`config.mk`:
```
export PLATFORM = sky130hd
export DESIGN_NAME = bpl_loader
export DESIGN_NICKNAME = d
export VERILOG_FILES = /design/src/verilog/bpl_pkg.sv /design/src/verilog/bpl_loader.sv /design/src/verilog/bpl_fifo.sv /design/src/verilog/bpl_timer.sv
export SDC_FILE = /design/constraint.sdc
export NUM_CORES = 1
export LEC_CHECK = 0
export BUFFER_PORTS_ARGS = -buffer_cell sky130_fd_sc_hd__buf_4
export CELL_PAD_IN_SITES_DETAIL_PLACEMENT = 0
export CELL_PAD_IN_SITES_GLOBAL_PLACEMENT = 1
export CORE_MARGIN = 3
export CORE_UTILIZATION = 40
export DETAILED_ROUTE_END_ITERATION = 12
export PLACE_DENSITY = 0.74
export SLEW_MARGIN = 20
export SYNTH_ARGS = -nofsm -noshare
export SYNTH_HDL_FRONTEND = slang
export SYNTH_SLANG_ARGS = --single-unit
```
`constraint.sdc`:
```
create_clock -name clk -period 7.84 [get_ports clk]
set_input_delay 0.784 -clock clk [delete_from_list [all_inputs] [get_ports clk]]
set_output_delay 0.784 -clock clk [all_outputs]
set_load 0.005 [all_outputs]
```
`src/verilog/bpl_pkg.sv`:
```
// Shared constants and carrier types for the binary packet loader
package bpl_pkg;

    // ==========================================================
    // Clock and timing
    localparam int CLK_HZ = 20_000_000;
    localparam int CYC_PER_MS = CLK_HZ / 1000;
    // Rate change settle time, milliseconds
    localparam logic [15:0] RATE_DELAY_MS = 16'h0064;
    // Memory write completion timeout, milliseconds
    localparam logic [15:0] MEM_TIMEOUT_MS = 16'h000A;

    // ==========================================================
    // Protocol characters and length codes
    localparam logic [7:0] CH_SOH = 8'h01;
    localparam logic [7:0] CH_ACK = 8'h06;
    localparam logic [7:0] CH_NAK = 8'h15;
    localparam logic [7:0] LEN_DATA = 8'h20;
    localparam logic [7:0] LEN_END = 8'h00;
    localparam logic [7:0] SUM_ZERO = 8'h00;

    // ==========================================================
    // Frame layout: SOH, len, addr[31:24..7:0], 32 data, sum, EOT, 2 pad
    localparam int PKT_LEN = 42;
    localparam logic [5:0] IDX_FIRST = 6'h01;
    localparam logic [5:0] IDX_LEN = 6'h01;
    localparam logic [5:0] IDX_ADDR = 6'h02;
    localparam logic [5:0] IDX_DATA = 6'h06;
    localparam logic [5:0] IDX_EOT = 6'h27;
    localparam logic [5:0] IDX_LAST = 6'h29;
    localparam logic [4:0] DATA_LAST = 5'h1F;
    localparam int REC_SHIFT = 5;
    localparam int FIFO_DEPTH = 8;

    // ==========================================================
    // Types
    typedef enum logic [1:0] {RATE_BASE, RATE_MID, RATE_FAST} bpl_rate_t;

    typedef struct packed {
        logic fast;
        logic store;
    } bpl_cmd_t;

    typedef struct packed {
        logic vld;
        logic [7:0] data;
    } bpl_byte_t;

    typedef struct packed {
        logic vld;
        logic start;
        logic [31:0] rec_addr;
        logic [7:0] data;
    } bpl_mem_t;

endpackage : bpl_pkg

```
`src/verilog/bpl_loader.sv`:
```
// Binary packet loader: framing, checksum, handshake and rate control
`timescale 1ns/1ps
`default_nettype none
// How it works
// - Rate command with store modifier: lower status report, switch rate, wait.
// - Wait about 100 ms after the status report before first acknowledge.
// - After the delay send one acknowledge 0x06 at the new rate.
// - Discard bytes until start character, then store the next 41 bytes.
// - After a full frame, check checksum and length before using data.
// - Checksum covers start character through end character; valid when zero.
// - Sum is 8 bits, carry out dropped; host picks checksum byte.
// - Failed check answers negative acknowledge 0x15, then hunt next frame.
// - Nothing carries over from one packet to the next.
// - No new packet taken during a memory write; reply after write ends.
// - Byte address shifted right to a 32-byte record address.
// - Valid packet is written, status polled to completion, then ACK, or NAK on write error or timeout.
// - Address field is 32 bits, byte address of first data byte.
// - End packet answered ACK if sum good, NAK if bad.
// - Bad sum never leaves binary mode; only valid end packet or reset.
// - After final ACK wait for transmitter idle, then return to base rate.
// - At base rate wait about 100 ms, then upper status and ready prompt.
// - After the start character, keep draining buffered data without pause.
// - Sustain 115,200 bit/s; two stop bits recommended in binary mode.
// - Rate command without modifier changes rate, stays in command mode.
module bpl_loader #(
    parameter int MS_CYCLES = bpl_pkg::CYC_PER_MS
) (
    input wire logic clk,
    input wire logic sys_rst,
    input wire logic cmd_valid,
    input wire bpl_pkg::bpl_cmd_t cmd,
    input wire logic rx_valid,
    input wire logic [7:0] rx_data,
    output logic rx_ready,
    output bpl_pkg::bpl_byte_t tx_out,
    input wire logic tx_ready,
    input wire logic tx_idle,
    output bpl_pkg::bpl_rate_t rate,
    output logic binary_mode,
    output logic sts_lower,
    output logic sts_upper,
    output logic rdy_prompt,
    output bpl_pkg::bpl_mem_t mem_wr,
    input wire logic mem_done,
    input wire logic mem_err
);
    typedef enum logic [3:0] {
        S_IDLE, S_STS_LO, S_DLY_IN, S_HUNT, S_COLLECT, S_CHECK,
        S_MEM_WR, S_MEM_WAIT, S_SEND, S_DRAIN, S_DLY_OUT, S_STS_UP
    } bpl_state_t;

    bpl_state_t state_ff;
    bpl_pkg::bpl_rate_t rate_ff;
    bpl_pkg::bpl_rate_t pend_ff;
    bpl_pkg::bpl_byte_t tx_ff;
    bpl_pkg::bpl_mem_t mem_ff;
    logic [7:0] pkt_ff [bpl_pkg::PKT_LEN];
    logic [5:0] idx_ff;
    logic [4:0] k_ff;
    logic [7:0] sum_ff;
    logic end_ff;
    logic bin_ff;
    logic sts_lo_ff;
    logic sts_up_ff;
    logic rdy_ff;
    logic tmr_start;
    logic [15:0] tmr_ms;
    logic tmr_done;
    logic f_valid;
    logic [7:0] f_data;
    logic f_pop;
    logic [31:0] pkt_addr;
    logic [7:0] pkt_len;

    // 32-bit byte address
    // Byte address field, most significant byte first
    function automatic logic [31:0] addr_of(input logic [7:0] b0,
        input logic [7:0] b1, input logic [7:0] b2, input logic [7:0] b3);
        addr_of = {b0, b1, b2, b3};
    endfunction : addr_of

    // ==========================================================
    // Output drive
    assign tx_out = tx_ff;
    assign rate = rate_ff;
    assign binary_mode = bin_ff;
    assign sts_lower = sts_lo_ff;
    assign sts_upper = sts_up_ff;
    assign rdy_prompt = rdy_ff;
    assign mem_wr = mem_ff;

    // fixed field order
    // Field decode of the stored frame
    assign pkt_addr = addr_of(pkt_ff[bpl_pkg::IDX_ADDR],
        pkt_ff[bpl_pkg::IDX_ADDR + 6'h01], pkt_ff[bpl_pkg::IDX_ADDR + 6'h02],
        pkt_ff[bpl_pkg::IDX_ADDR + 6'h03]);
    assign pkt_len = pkt_ff[bpl_pkg::IDX_LEN];

    // ==========================================================
    // Receive buffering
    bpl_fifo #(
        .WIDTH(8),
        .DEPTH(bpl_pkg::FIFO_DEPTH)
    ) u_rx_fifo (
        .clk(clk),
        .sys_rst(sys_rst),
        .in_valid(rx_valid),
        .in_data(rx_data),
        .in_ready(rx_ready),
        .out_valid(f_valid),
        .out_data(f_data),
        .out_ready(f_pop)
    );

    assign f_pop = f_valid && (state_ff == S_HUNT || state_ff == S_COLLECT);

    // ==========================================================
    // Delay timer
    bpl_timer #(
        .CYC_PER_MS(MS_CYCLES)
    ) u_timer (
        .clk(clk),
        .sys_rst(sys_rst),
        .start(tmr_start),
        .ms(tmr_ms),
        .done(tmr_done)
    );

    // settle delay
    // Timer loads: settle delays and write timeout
    always_comb begin
        tmr_start = 1'b0;
        tmr_ms = bpl_pkg::RATE_DELAY_MS;
        if (state_ff == S_STS_LO) begin
            tmr_start = 1'b1;
        end else if (state_ff == S_DRAIN && tx_idle) begin
            tmr_start = 1'b1;
        end else if (state_ff == S_MEM_WR && k_ff == bpl_pkg::DATA_LAST) begin
            tmr_start = 1'b1;
            tmr_ms = bpl_pkg::MEM_TIMEOUT_MS;
        end
    end

    // ==========================================================
    // Sequencer
    always_ff @(posedge clk) begin
        if (sys_rst) begin
            state_ff <= S_IDLE;
        end else begin
            unique case (state_ff)
                S_IDLE: begin
                    if (cmd_valid && cmd.store) begin
                        state_ff <= S_STS_LO;
                    end
                end
                S_STS_LO: state_ff <= S_DLY_IN;
                S_DLY_IN: begin
                    if (tmr_done) begin
                        state_ff <= S_SEND;
                    end
                end
                S_HUNT: begin
                    if (f_pop && f_data == bpl_pkg::CH_SOH) begin
                        state_ff <= S_COLLECT;
                    end
                end
                S_COLLECT: begin
                    if (f_pop && idx_ff == bpl_pkg::IDX_LAST) begin
                        state_ff <= S_CHECK;
                    end
                end
                S_CHECK: begin
                    if (sum_ff != bpl_pkg::SUM_ZERO) begin
                        state_ff <= S_SEND;
                    end else if (pkt_len == bpl_pkg::LEN_DATA) begin
                        state_ff <= S_MEM_WR;
                    end else begin
                        state_ff <= S_SEND;
                    end
                end
                S_MEM_WR: begin
                    if (k_ff == bpl_pkg::DATA_LAST) begin
                        state_ff <= S_MEM_WAIT;
                    end
                end
                S_MEM_WAIT: begin
                    if (mem_done || tmr_done) begin
                        state_ff <= S_SEND;
                    end
                end
                S_SEND: begin
                    if (tx_ready) begin
                        state_ff <= end_ff ? S_DRAIN : S_HUNT;
                    end
                end
                S_DRAIN: begin
                    if (tx_idle) begin
                        state_ff <= S_DLY_OUT;
                    end
                end
                S_DLY_OUT: begin
                    if (tmr_done) begin
                        state_ff <= S_STS_UP;
                    end
                end
                S_STS_UP: state_ff <= S_IDLE;
            endcase
        end
    end

    // ==========================================================
    // Bit rate and binary mode
    always_ff @(posedge clk) begin
        if (sys_rst) begin
            rate_ff <= bpl_pkg::RATE_BASE;
            pend_ff <= bpl_pkg::RATE_BASE;
            bin_ff <= 1'b0;
        end else if (state_ff == S_IDLE && cmd_valid) begin
            if (cmd.store) begin
                bin_ff <= 1'b1;
                pend_ff <= cmd.fast ? bpl_pkg::RATE_FAST : bpl_pkg::RATE_MID;
            end else begin
                rate_ff <= cmd.fast ? bpl_pkg::RATE_FAST : bpl_pkg::RATE_MID;
            end
        end else if (state_ff == S_STS_LO) begin
            rate_ff <= pend_ff;
        end else if (state_ff == S_DRAIN && tx_idle) begin
            rate_ff <= bpl_pkg::RATE_BASE;
        end else if (state_ff == S_STS_UP) begin
            bin_ff <= 1'b0;
        end
    end

    // Status report pulses
    always_ff @(posedge clk) begin
        if (sys_rst) begin
            sts_lo_ff <= 1'b0;
            sts_up_ff <= 1'b0;
            rdy_ff <= 1'b0;
        end else begin
            sts_lo_ff <= (state_ff == S_IDLE) && cmd_valid && cmd.store;
            sts_up_ff <= (state_ff == S_DLY_OUT) && tmr_done;
            rdy_ff <= (state_ff == S_STS_UP);
        end
    end

    // ==========================================================
    // Frame capture and checksum
    always_ff @(posedge clk) begin
        if (sys_rst) begin
            idx_ff <= bpl_pkg::IDX_FIRST;
            sum_ff <= bpl_pkg::SUM_ZERO;
        end else if (state_ff == S_HUNT && f_pop) begin
            idx_ff <= bpl_pkg::IDX_FIRST;
            sum_ff <= f_data;
        end else if (state_ff == S_COLLECT && f_pop) begin
            idx_ff <= idx_ff + 6'h01;
            if (idx_ff <= bpl_pkg::IDX_EOT) begin
                sum_ff <= sum_ff + f_data;
            end
        end
    end

    // Packet storage, index addressed
    always_ff @(posedge clk) begin
        if (state_ff == S_COLLECT && f_pop) begin
            pkt_ff[idx_ff] <= f_data;
        end
    end

    // ==========================================================
    // Memory write stream
    always_ff @(posedge clk) begin
        if (sys_rst) begin
            k_ff <= '0;
            mem_ff <= '0;
        end else if (state_ff == S_MEM_WR) begin
            k_ff <= k_ff + 5'h01;
            mem_ff.vld <= 1'b1;
            mem_ff.start <= (k_ff == '0);
            mem_ff.rec_addr <= pkt_addr >> bpl_pkg::REC_SHIFT;
            mem_ff.data <= pkt_ff[bpl_pkg::IDX_DATA + {1'b0, k_ff}];
        end else begin
            k_ff <= '0;
            mem_ff.vld <= 1'b0;
            mem_ff.start <= 1'b0;
        end
    end

    // ==========================================================
    // Reply character
    always_ff @(posedge clk) begin
        if (sys_rst) begin
            tx_ff <= '0;
            end_ff <= 1'b0;
        end else if (state_ff == S_DLY_IN && tmr_done) begin
            tx_ff <= {1'b1, bpl_pkg::CH_ACK};
            end_ff <= 1'b0;
        end else if (state_ff == S_CHECK) begin
            end_ff <= 1'b0;
            if (sum_ff != bpl_pkg::SUM_ZERO) begin
                tx_ff <= {1'b1, bpl_pkg::CH_NAK};
            end else if (pkt_len == bpl_pkg::LEN_END) begin
                tx_ff <= {1'b1, bpl_pkg::CH_ACK};
                end_ff <= 1'b1;
            end else if (pkt_len != bpl_pkg::LEN_DATA) begin
                tx_ff <= {1'b1, bpl_pkg::CH_NAK};
            end
        end else if (state_ff == S_MEM_WAIT) begin
            if (mem_done) begin
                tx_ff <= {1'b1, mem_err ? bpl_pkg::CH_NAK : bpl_pkg::CH_ACK};
            end else if (tmr_done) begin
                tx_ff <= {1'b1, bpl_pkg::CH_NAK};
            end
        end else if (state_ff == S_SEND && tx_ready) begin
            tx_ff.vld <= 1'b0;
        end
    end
endmodule : bpl_loader
`default_nettype wire

```
`src/verilog/bpl_fifo.sv`:
```
// Receive byte FIFO with valid/ready on both sides
`timescale 1ns/1ps
`default_nettype none
module bpl_fifo #(
    parameter int WIDTH = 8,
    parameter int DEPTH = 8
) (
    input wire logic clk,
    input wire logic sys_rst,
    input wire logic in_valid,
    input wire logic [WIDTH-1:0] in_data,
    output logic in_ready,
    output logic out_valid,
    output logic [WIDTH-1:0] out_data,
    input wire logic out_ready
);
    localparam int PW = $clog2(DEPTH);
    localparam logic [PW:0] CNT_FULL = (PW+1)'(DEPTH);

    logic [WIDTH-1:0] mem_ff [DEPTH];
    logic [PW-1:0] wr_ff;
    logic [PW-1:0] rd_ff;
    logic [PW:0] cnt_ff;
    logic [PW:0] nxt_cnt;
    logic ready_ff;
    logic valid_ff;
    logic push;
    logic pop;

    // ==========================================================
    // Handshakes
    assign push = in_valid && ready_ff;
    assign pop = out_ready && valid_ff;
    assign in_ready = ready_ff;
    assign out_valid = valid_ff;
    assign out_data = mem_ff[rd_ff];
    assign nxt_cnt = cnt_ff + (PW+1)'(push) - (PW+1)'(pop);

    // Storage write
    always_ff @(posedge clk) begin
        if (push) begin
            mem_ff[wr_ff] <= in_data;
        end
    end

    // Pointers, count and flags
    always_ff @(posedge clk) begin
        if (sys_rst) begin
            wr_ff <= '0;
            rd_ff <= '0;
            cnt_ff <= '0;
            ready_ff <= 1'b1;
            valid_ff <= 1'b0;
        end else begin
            wr_ff <= wr_ff + PW'(push);
            rd_ff <= rd_ff + PW'(pop);
            cnt_ff <= nxt_cnt;
            ready_ff <= (nxt_cnt != CNT_FULL);
            valid_ff <= (nxt_cnt != '0);
        end
    end
endmodule : bpl_fifo
`default_nettype wire

```
`src/verilog/bpl_timer.sv`:
```
// Millisecond delay timer driven by a divider enable pulse
`timescale 1ns/1ps
`default_nettype none
module bpl_timer #(
    parameter int CYC_PER_MS = bpl_pkg::CYC_PER_MS
) (
    input wire logic clk,
    input wire logic sys_rst,
    input wire logic start,
    input wire logic [15:0] ms,
    output logic done
);
    logic [31:0] div_ff;
    logic ms_tick_ff;
    logic [15:0] left_ff;
    logic run_ff;
    logic done_ff;

    assign done = done_ff;

    // Divider producing one-cycle millisecond enable
    always_ff @(posedge clk) begin
        if (sys_rst || start) begin
            div_ff <= '0;
            ms_tick_ff <= 1'b0;
        end else if (div_ff == 32'(CYC_PER_MS - 1)) begin
            div_ff <= '0;
            ms_tick_ff <= 1'b1;
        end else begin
            div_ff <= div_ff + 32'h0000_0001;
            ms_tick_ff <= 1'b0;
        end
    end

    // Millisecond down counter with done pulse
    always_ff @(posedge clk) begin
        if (sys_rst) begin
            left_ff <= '0;
            run_ff <= 1'b0;
            done_ff <= 1'b0;
        end else if (start) begin
            left_ff <= ms;
            run_ff <= 1'b1;
            done_ff <= 1'b0;
        end else begin
            done_ff <= 1'b0;
            if (run_ff && ms_tick_ff) begin
                left_ff <= left_ff - 16'h0001;
                if (left_ff <= 16'h0001) begin
                    run_ff <= 1'b0;
                    done_ff <= 1'b1;
                end
            end
        end
    end
endmodule : bpl_timer
`default_nettype wire

```
Word level (Yosys, flattened, before mapping) --
Memory sizes are Yosys's and may differ from the RTL's. A register that Yosys moved wholly into a read port is not among the register bits. Cells that the tools add are included.
Operators by class: add/subtract/negate cells 10, magnitude comparators 2, equal/unequal tests 34, multiplexer cells 58, bitwise operators 2, reductions and logical operators 49
Operators with widths (number):
- $mux 9 | 7
- $mux 4 | 12
- $pmux 4 s12 | 1
- $add 32x1->32 const B | 1
- $eq 32x15->1 const B | 1
- $mux 16 | 2
- $mux 8 | 4
- $mux 1 | 21
- $mux 7 | 3
- $eq 4x3->1 const B | 4
- $eq 4x4->1 const B | 4
- $le 16x1->1 const B | 1
- $logic_and 1x1->1 | 16
- $ne 2x2->1 const B | 8
- $sub 16x1->16 const B | 1
- $mux 2 | 6
- $reduce_bool 2->1 | 6
- $reduce_bool 4->1 | 3
- $ne 2x1->1 const B | 5
- $reduce_and 3->1 | 3
- $reduce_and 9->1 | 1
- $reduce_bool 3->1 | 3
- $add 8x8->8 | 1
- $eq 4x2->1 const B | 2
- 29 further kinds | 39
Word-level totals: register bits after elaboration 106, RAM bits 400, input bits 18, output and inout port bits 58, logic and storage cells 183, memories 2
Memories:
- pkt_ff | words 42, width 8, read ports 6, clocked after Yosys merged registers in 5, write ports 1, line bpl_loader.sv:57 | logic [7:0] pkt_ff [bpl_pkg::PKT_LEN];
- u_rx_fifo.mem_ff | words 8, width 8, read ports 1, clocked after Yosys merged registers in 1, write ports 1, line bpl_fifo.sv:20 | logic [WIDTH-1:0] mem_ff [DEPTH];

Longest topological paths before layout --
depth after elaboration 7, mapped depth 15, gate-level depth less buffers 13

By module --
A second synthesis with hierarchy kept.
Unflattened totals: cell total of the unflattened synthesis 1506, area total of the unflattened synthesis 21770.9 sq um
Modules (own cells, without submodules):
- bpl_loader | times used 1, cells each 1045, area each 16133.0 sq um, seq. area each 11070.6 sq um
- bpl_fifo | times used 1, cells each 160, area each 3071.7 sq um, seq. area each 2162.1 sq um
- bpl_timer | times used 1, cells each 301, area each 2566.2 sq um, seq. area each 1021.0 sq um

Worst setup path before layout --
OpenSTA, ideal clock, no wires.
kind reg2reg, start point register u_rx_fifo.rd_ff[0] (netlist name), end point register sum_ff[7], setup time 0.133 ns, arrival time 3.250 ns, path slack 4.457 ns, cell stages (with the launch flop) 15, buffers on the path 3, clock period less this slack 3.383 ns, path through dfxtp_1 > buf_6 > buf_6 > buf_2 > mux2i_1 > o22ai_1 > a21o_1 > ha_1 > a21o_1 > a21oi_1 > o21ai_1 > a2111oi_0 > or3_1 > mux2i_1 > a31oi_1
RTL lines:
- end signal, assigned | line bpl_loader.sv:252 | sum_ff <= bpl_pkg::SUM_ZERO;
- end signal, assigned | line bpl_loader.sv:255 | sum_ff <= f_data;
- end signal, assigned | line bpl_loader.sv:259 | sum_ff <= sum_ff + f_data;
- end, declared | line bpl_loader.sv:60 | logic [7:0] sum_ff;

==> flow_metrics.tcl <==
set metrics [dict create \
    postCtsHoldBufs 0 \
    initialDrtViolationCount 1037 \
    nNetsFinal 1510 \
    overflow 0 \
    post_cts_buffers 0 \
    async_flop_share 0 \
    grt_pass1_wl_um 71800 \
    maxCapViolations 0 \
    cts_buffers 51 \
    antenna_found_initial 0 \
    ys_ff_latch 520 \
    die_y_um 236 \
    path_clk_slew_ns 0.06 \
    min_path_type "in2reg" \
    required_ns 8.28 \
    clockBufferDepth 3 \
    avgSynthCellArea_um2 15.1 \
    port_buffers 66 \
    startpoint "u_rx_fifo.rd_ff[0]" \
    h-tree-depth 2 \
    comb_power_share 0.093 \
    period_needed_ns 3.67 \
    rsz0062_at_grt "no" \
    worst-endpoint-arrival_ns 4.11 \
    ios 76 \
    grtUsageTotal 0.165 \
    die_w_um 236 \
    vias 11918 \
    finalSetupViolations 0 \
    dp_hpwl_um 29300 \
    final_cell_mix "edfxtp_1 (384), nor2_1 (148), dfxtp_1 (134)" \
    core_um2 51800 \
    dp.cells 2093 \
    wl_per_cell_um 21.1 \
    crit_type "reg2reg" \
    grt_pass1_vias 11934 \
    r2r-start "u_rx_fifo.rd_ff[0]" \
    n_antenna_cell 0 \
    synth_area_um2 21200 \
    fmax_mhz 273 \
    status "completed" \
    cts_sinks 520 \
    final.setup.tns_ns 0 \
    cp_cell_sequence "buf_4 > mux4_2 > mux2_2 > ha_1 > a21oi_1 > o21ai_1 > a2111oi_0 > or3_1 > mux2i_1 > a31oi_1" \
    power_density_nw_per_um2 263 \
    layout_commonest_cell "edfxtp_1" \
    worstSetupEndpointType "flip-flop" \
    cp_max_fo 43 \
    drv_slew 0 \
    internal_power_mw 4.84 \
    drive_gt1_frac 0.191 \
    power.switching_mw 1.49 \
    finalWirelength_um 46200 \
    seqPwrFrac 0.508 \
    crit_slowest_cell "mux2_2" \
    rows 83 \
    antenna_left 0 \
    final_cell_count_no_fill 2189 \
    drc_errors 0 \
    tritoncts "done" \
    synth_flop_cell "edfxtp_1" \
    total_power_mw 6.32 \
    start_kind "flip-flop" \
    ys_warn_count 0 \
    tightest_slew_ns 1.00 \
    fp.dieArea_um2 55800 \
    finalHoldViolations 0 \
    firstDrtPassIters 5 \
    start_util 0.409 \
    nFillCells 4416 \
    netlist_instances 1401 \
    clk_latency_ns 0.60 \
    max-vdd-ir-drop_mv 0.202 \
    grt_max_degree 61 \
    synth_edf_count 384 \
    relSlewSlack 0.330 \
    gp_congestion 0.778 \
    max_stage_delay_ns 0.57 \
    multi_input_area_um2 6470 \
    timing.final.crit_share 0.468 \
    synthDistinctLibCells 70 \
    min_from "rx_data[5]" \
    syn2layout_area_growth_pct 13.6 \
    ys_seq_area_frac 0.673 \
    pwr-share-clk 0.398 \
    regArea_um2 14300 \
    ff2ff_setup_slack_ns 4.17 \
    cts_resized 0 \
    finClkSkew_ns 0.0290 \
    root_buffer "clkbuf_16" \
    leakage_nw 7.69 \
    viasPerCell 5.44 \
    p_sw_frac 0.235 \
]
[per-stage QoR]
stage	area (um2)	hold slack, ns	setup slack, ns	util
floorplan	21200	0.413	4.46	-
global placement	22300	0.424	4.20	0.431
detailed placement	22300	0.443	4.20	0.431
CTS	24100	0.386	4.18	0.464
global route	24100	0.406	3.93	0.464
finish	24100	0.425	4.17	0.464
[power groups by stage]
stage | Combinational (mW) | Clock, mW | Sequential [mW]
after floorplan | 0.420 | 0 | 3.24
after global placement | 0.576 | 0 | 3.27
after detailed placement | 0.593 | 0 | 3.27
after CTS | 0.598 | 2.57 | 3.22
after global routing | 0.661 | 2.69 | 3.23
final | 0.589 | 2.52 | 3.22
[kinds of logic after synthesis]
| group | count (synthesis) | share of synthesized area |
|---|---|---|
| AND/OR/NAND/NOR | 417 | 0.0947 |
| other | 1 | 0.000177 |
| multiplexers | 137 | 0.128 |
| adder cells (fa/ha/maj) | 26 | 0.0161 |
| AO/OA/AOI/OAI | 138 | 0.0408 |
| flip-flops | 520 | 0.673 |
| buffers and inverters | 108 | 0.0240 |
| XOR/XNOR | 54 | 0.0232 |
[sequential cells by signal (all words and copies together) (netlist names), 3 cells and up]
| signal | count |
|---|---|
| u_timer.div_ff | 32 |
| tx_out | 4 |
| sum_ff | 8 |
| u_rx_fifo.cnt_ff | 4 |
| u_rx_fifo.rd_ff | 3 |
| mem_wr | 37 |
| u_rx_fifo.wr_ff | 3 |
| state_ff | 4 |
| k_ff | 5 |
| u_rx_fifo.mem_ff | 64 |
| pkt_ff | 320 |
| idx_ff | 6 |
| u_timer.left_ff | 16 |
[routing by layer]
metal / vias to the layer above / track usage / share of wire / routed length (um)
li1: 5455 / - / - / -
met1: 6082 / 0.240 / 0.46 / 21300
met2: 315 / 0.254 / 0.46 / 21400
met3: 66 / 0.0313 / 0.054 / 2510
met4: 0 / 0.0496 / 0.021 / 959
met5: - / 0 / 0 / 0
[worst paths after layout]
kind / endpoint / depth (start not counted)
worst max register to register: sum_ff[7] / 10
worst min register to register: u_timer.div_ff[0] / 1
worst min-delay path: u_rx_fifo.mem_ff[1][5] / 1
worst max-delay path: sum_ff[7] / 10
[synthesized netlist by cell type, drive strengths merged, types with 3 or more instances]
cell | count | share of area
o21ai | 17 | 0.0040
nand2b | 12 | 0.0035
clkbuf | 39 | 0.0069
mux2 | 3 | 0.0016
o22ai | 8 | 0.0024
a21oi | 62 | 0.015
and2 | 9 | 0.0027
dfxtp | 136 | 0.13
nand2 | 101 | 0.018
ha | 24 | 0.014
xnor2 | 26 | 0.011
mux2i | 28 | 0.014
buf | 41 | 0.012
or4 | 4 | 0.0014
nand4 | 15 | 0.0044
a211oi | 11 | 0.0039
nor4b | 3 | 0.0015
a22oi | 6 | 0.0021
or3 | 17 | 0.0050
nor4 | 14 | 0.0044
or3b | 3 | 0.0012
nor3 | 30 | 0.0073
edfxtp | 384 | 0.54
mux4 | 106 | 0.11
nand3 | 12 | 0.0028
nor2 | 148 | 0.026
nand3b | 8 | 0.0028
xor2 | 28 | 0.012
a21o | 6 | 0.0021
a31oi | 3 | 0.00089
inv | 27 | 0.0048
a2111oi | 10 | 0.0045
and3 | 10 | 0.0030
nor2b | 20 | 0.0059
[critical path: cells and delay by family (launching register included)]
family / cells / cell delay (ns)
adder cells (fa/ha/maj): 1 / 0.45
flip-flops: 1 / 0.30
AO/OA/AOI/OAI: 4 / 0.81
multiplexers: 3 / 1.32
AND/OR/NAND/NOR: 1 / 0.22
buffers and inverters: 1 / 0.37
[cell type report]
cell class              count  share of cell area
flip-flops and latches    520               0.593
multi-input cells         781               0.269
inverters                  28             0.00437
repair buffers             84              0.0262
clock inverters            28              0.0134
clock buffers              68              0.0587
well taps                 680              0.0354
Note: power is estimated with default switching activity, not from simulation.
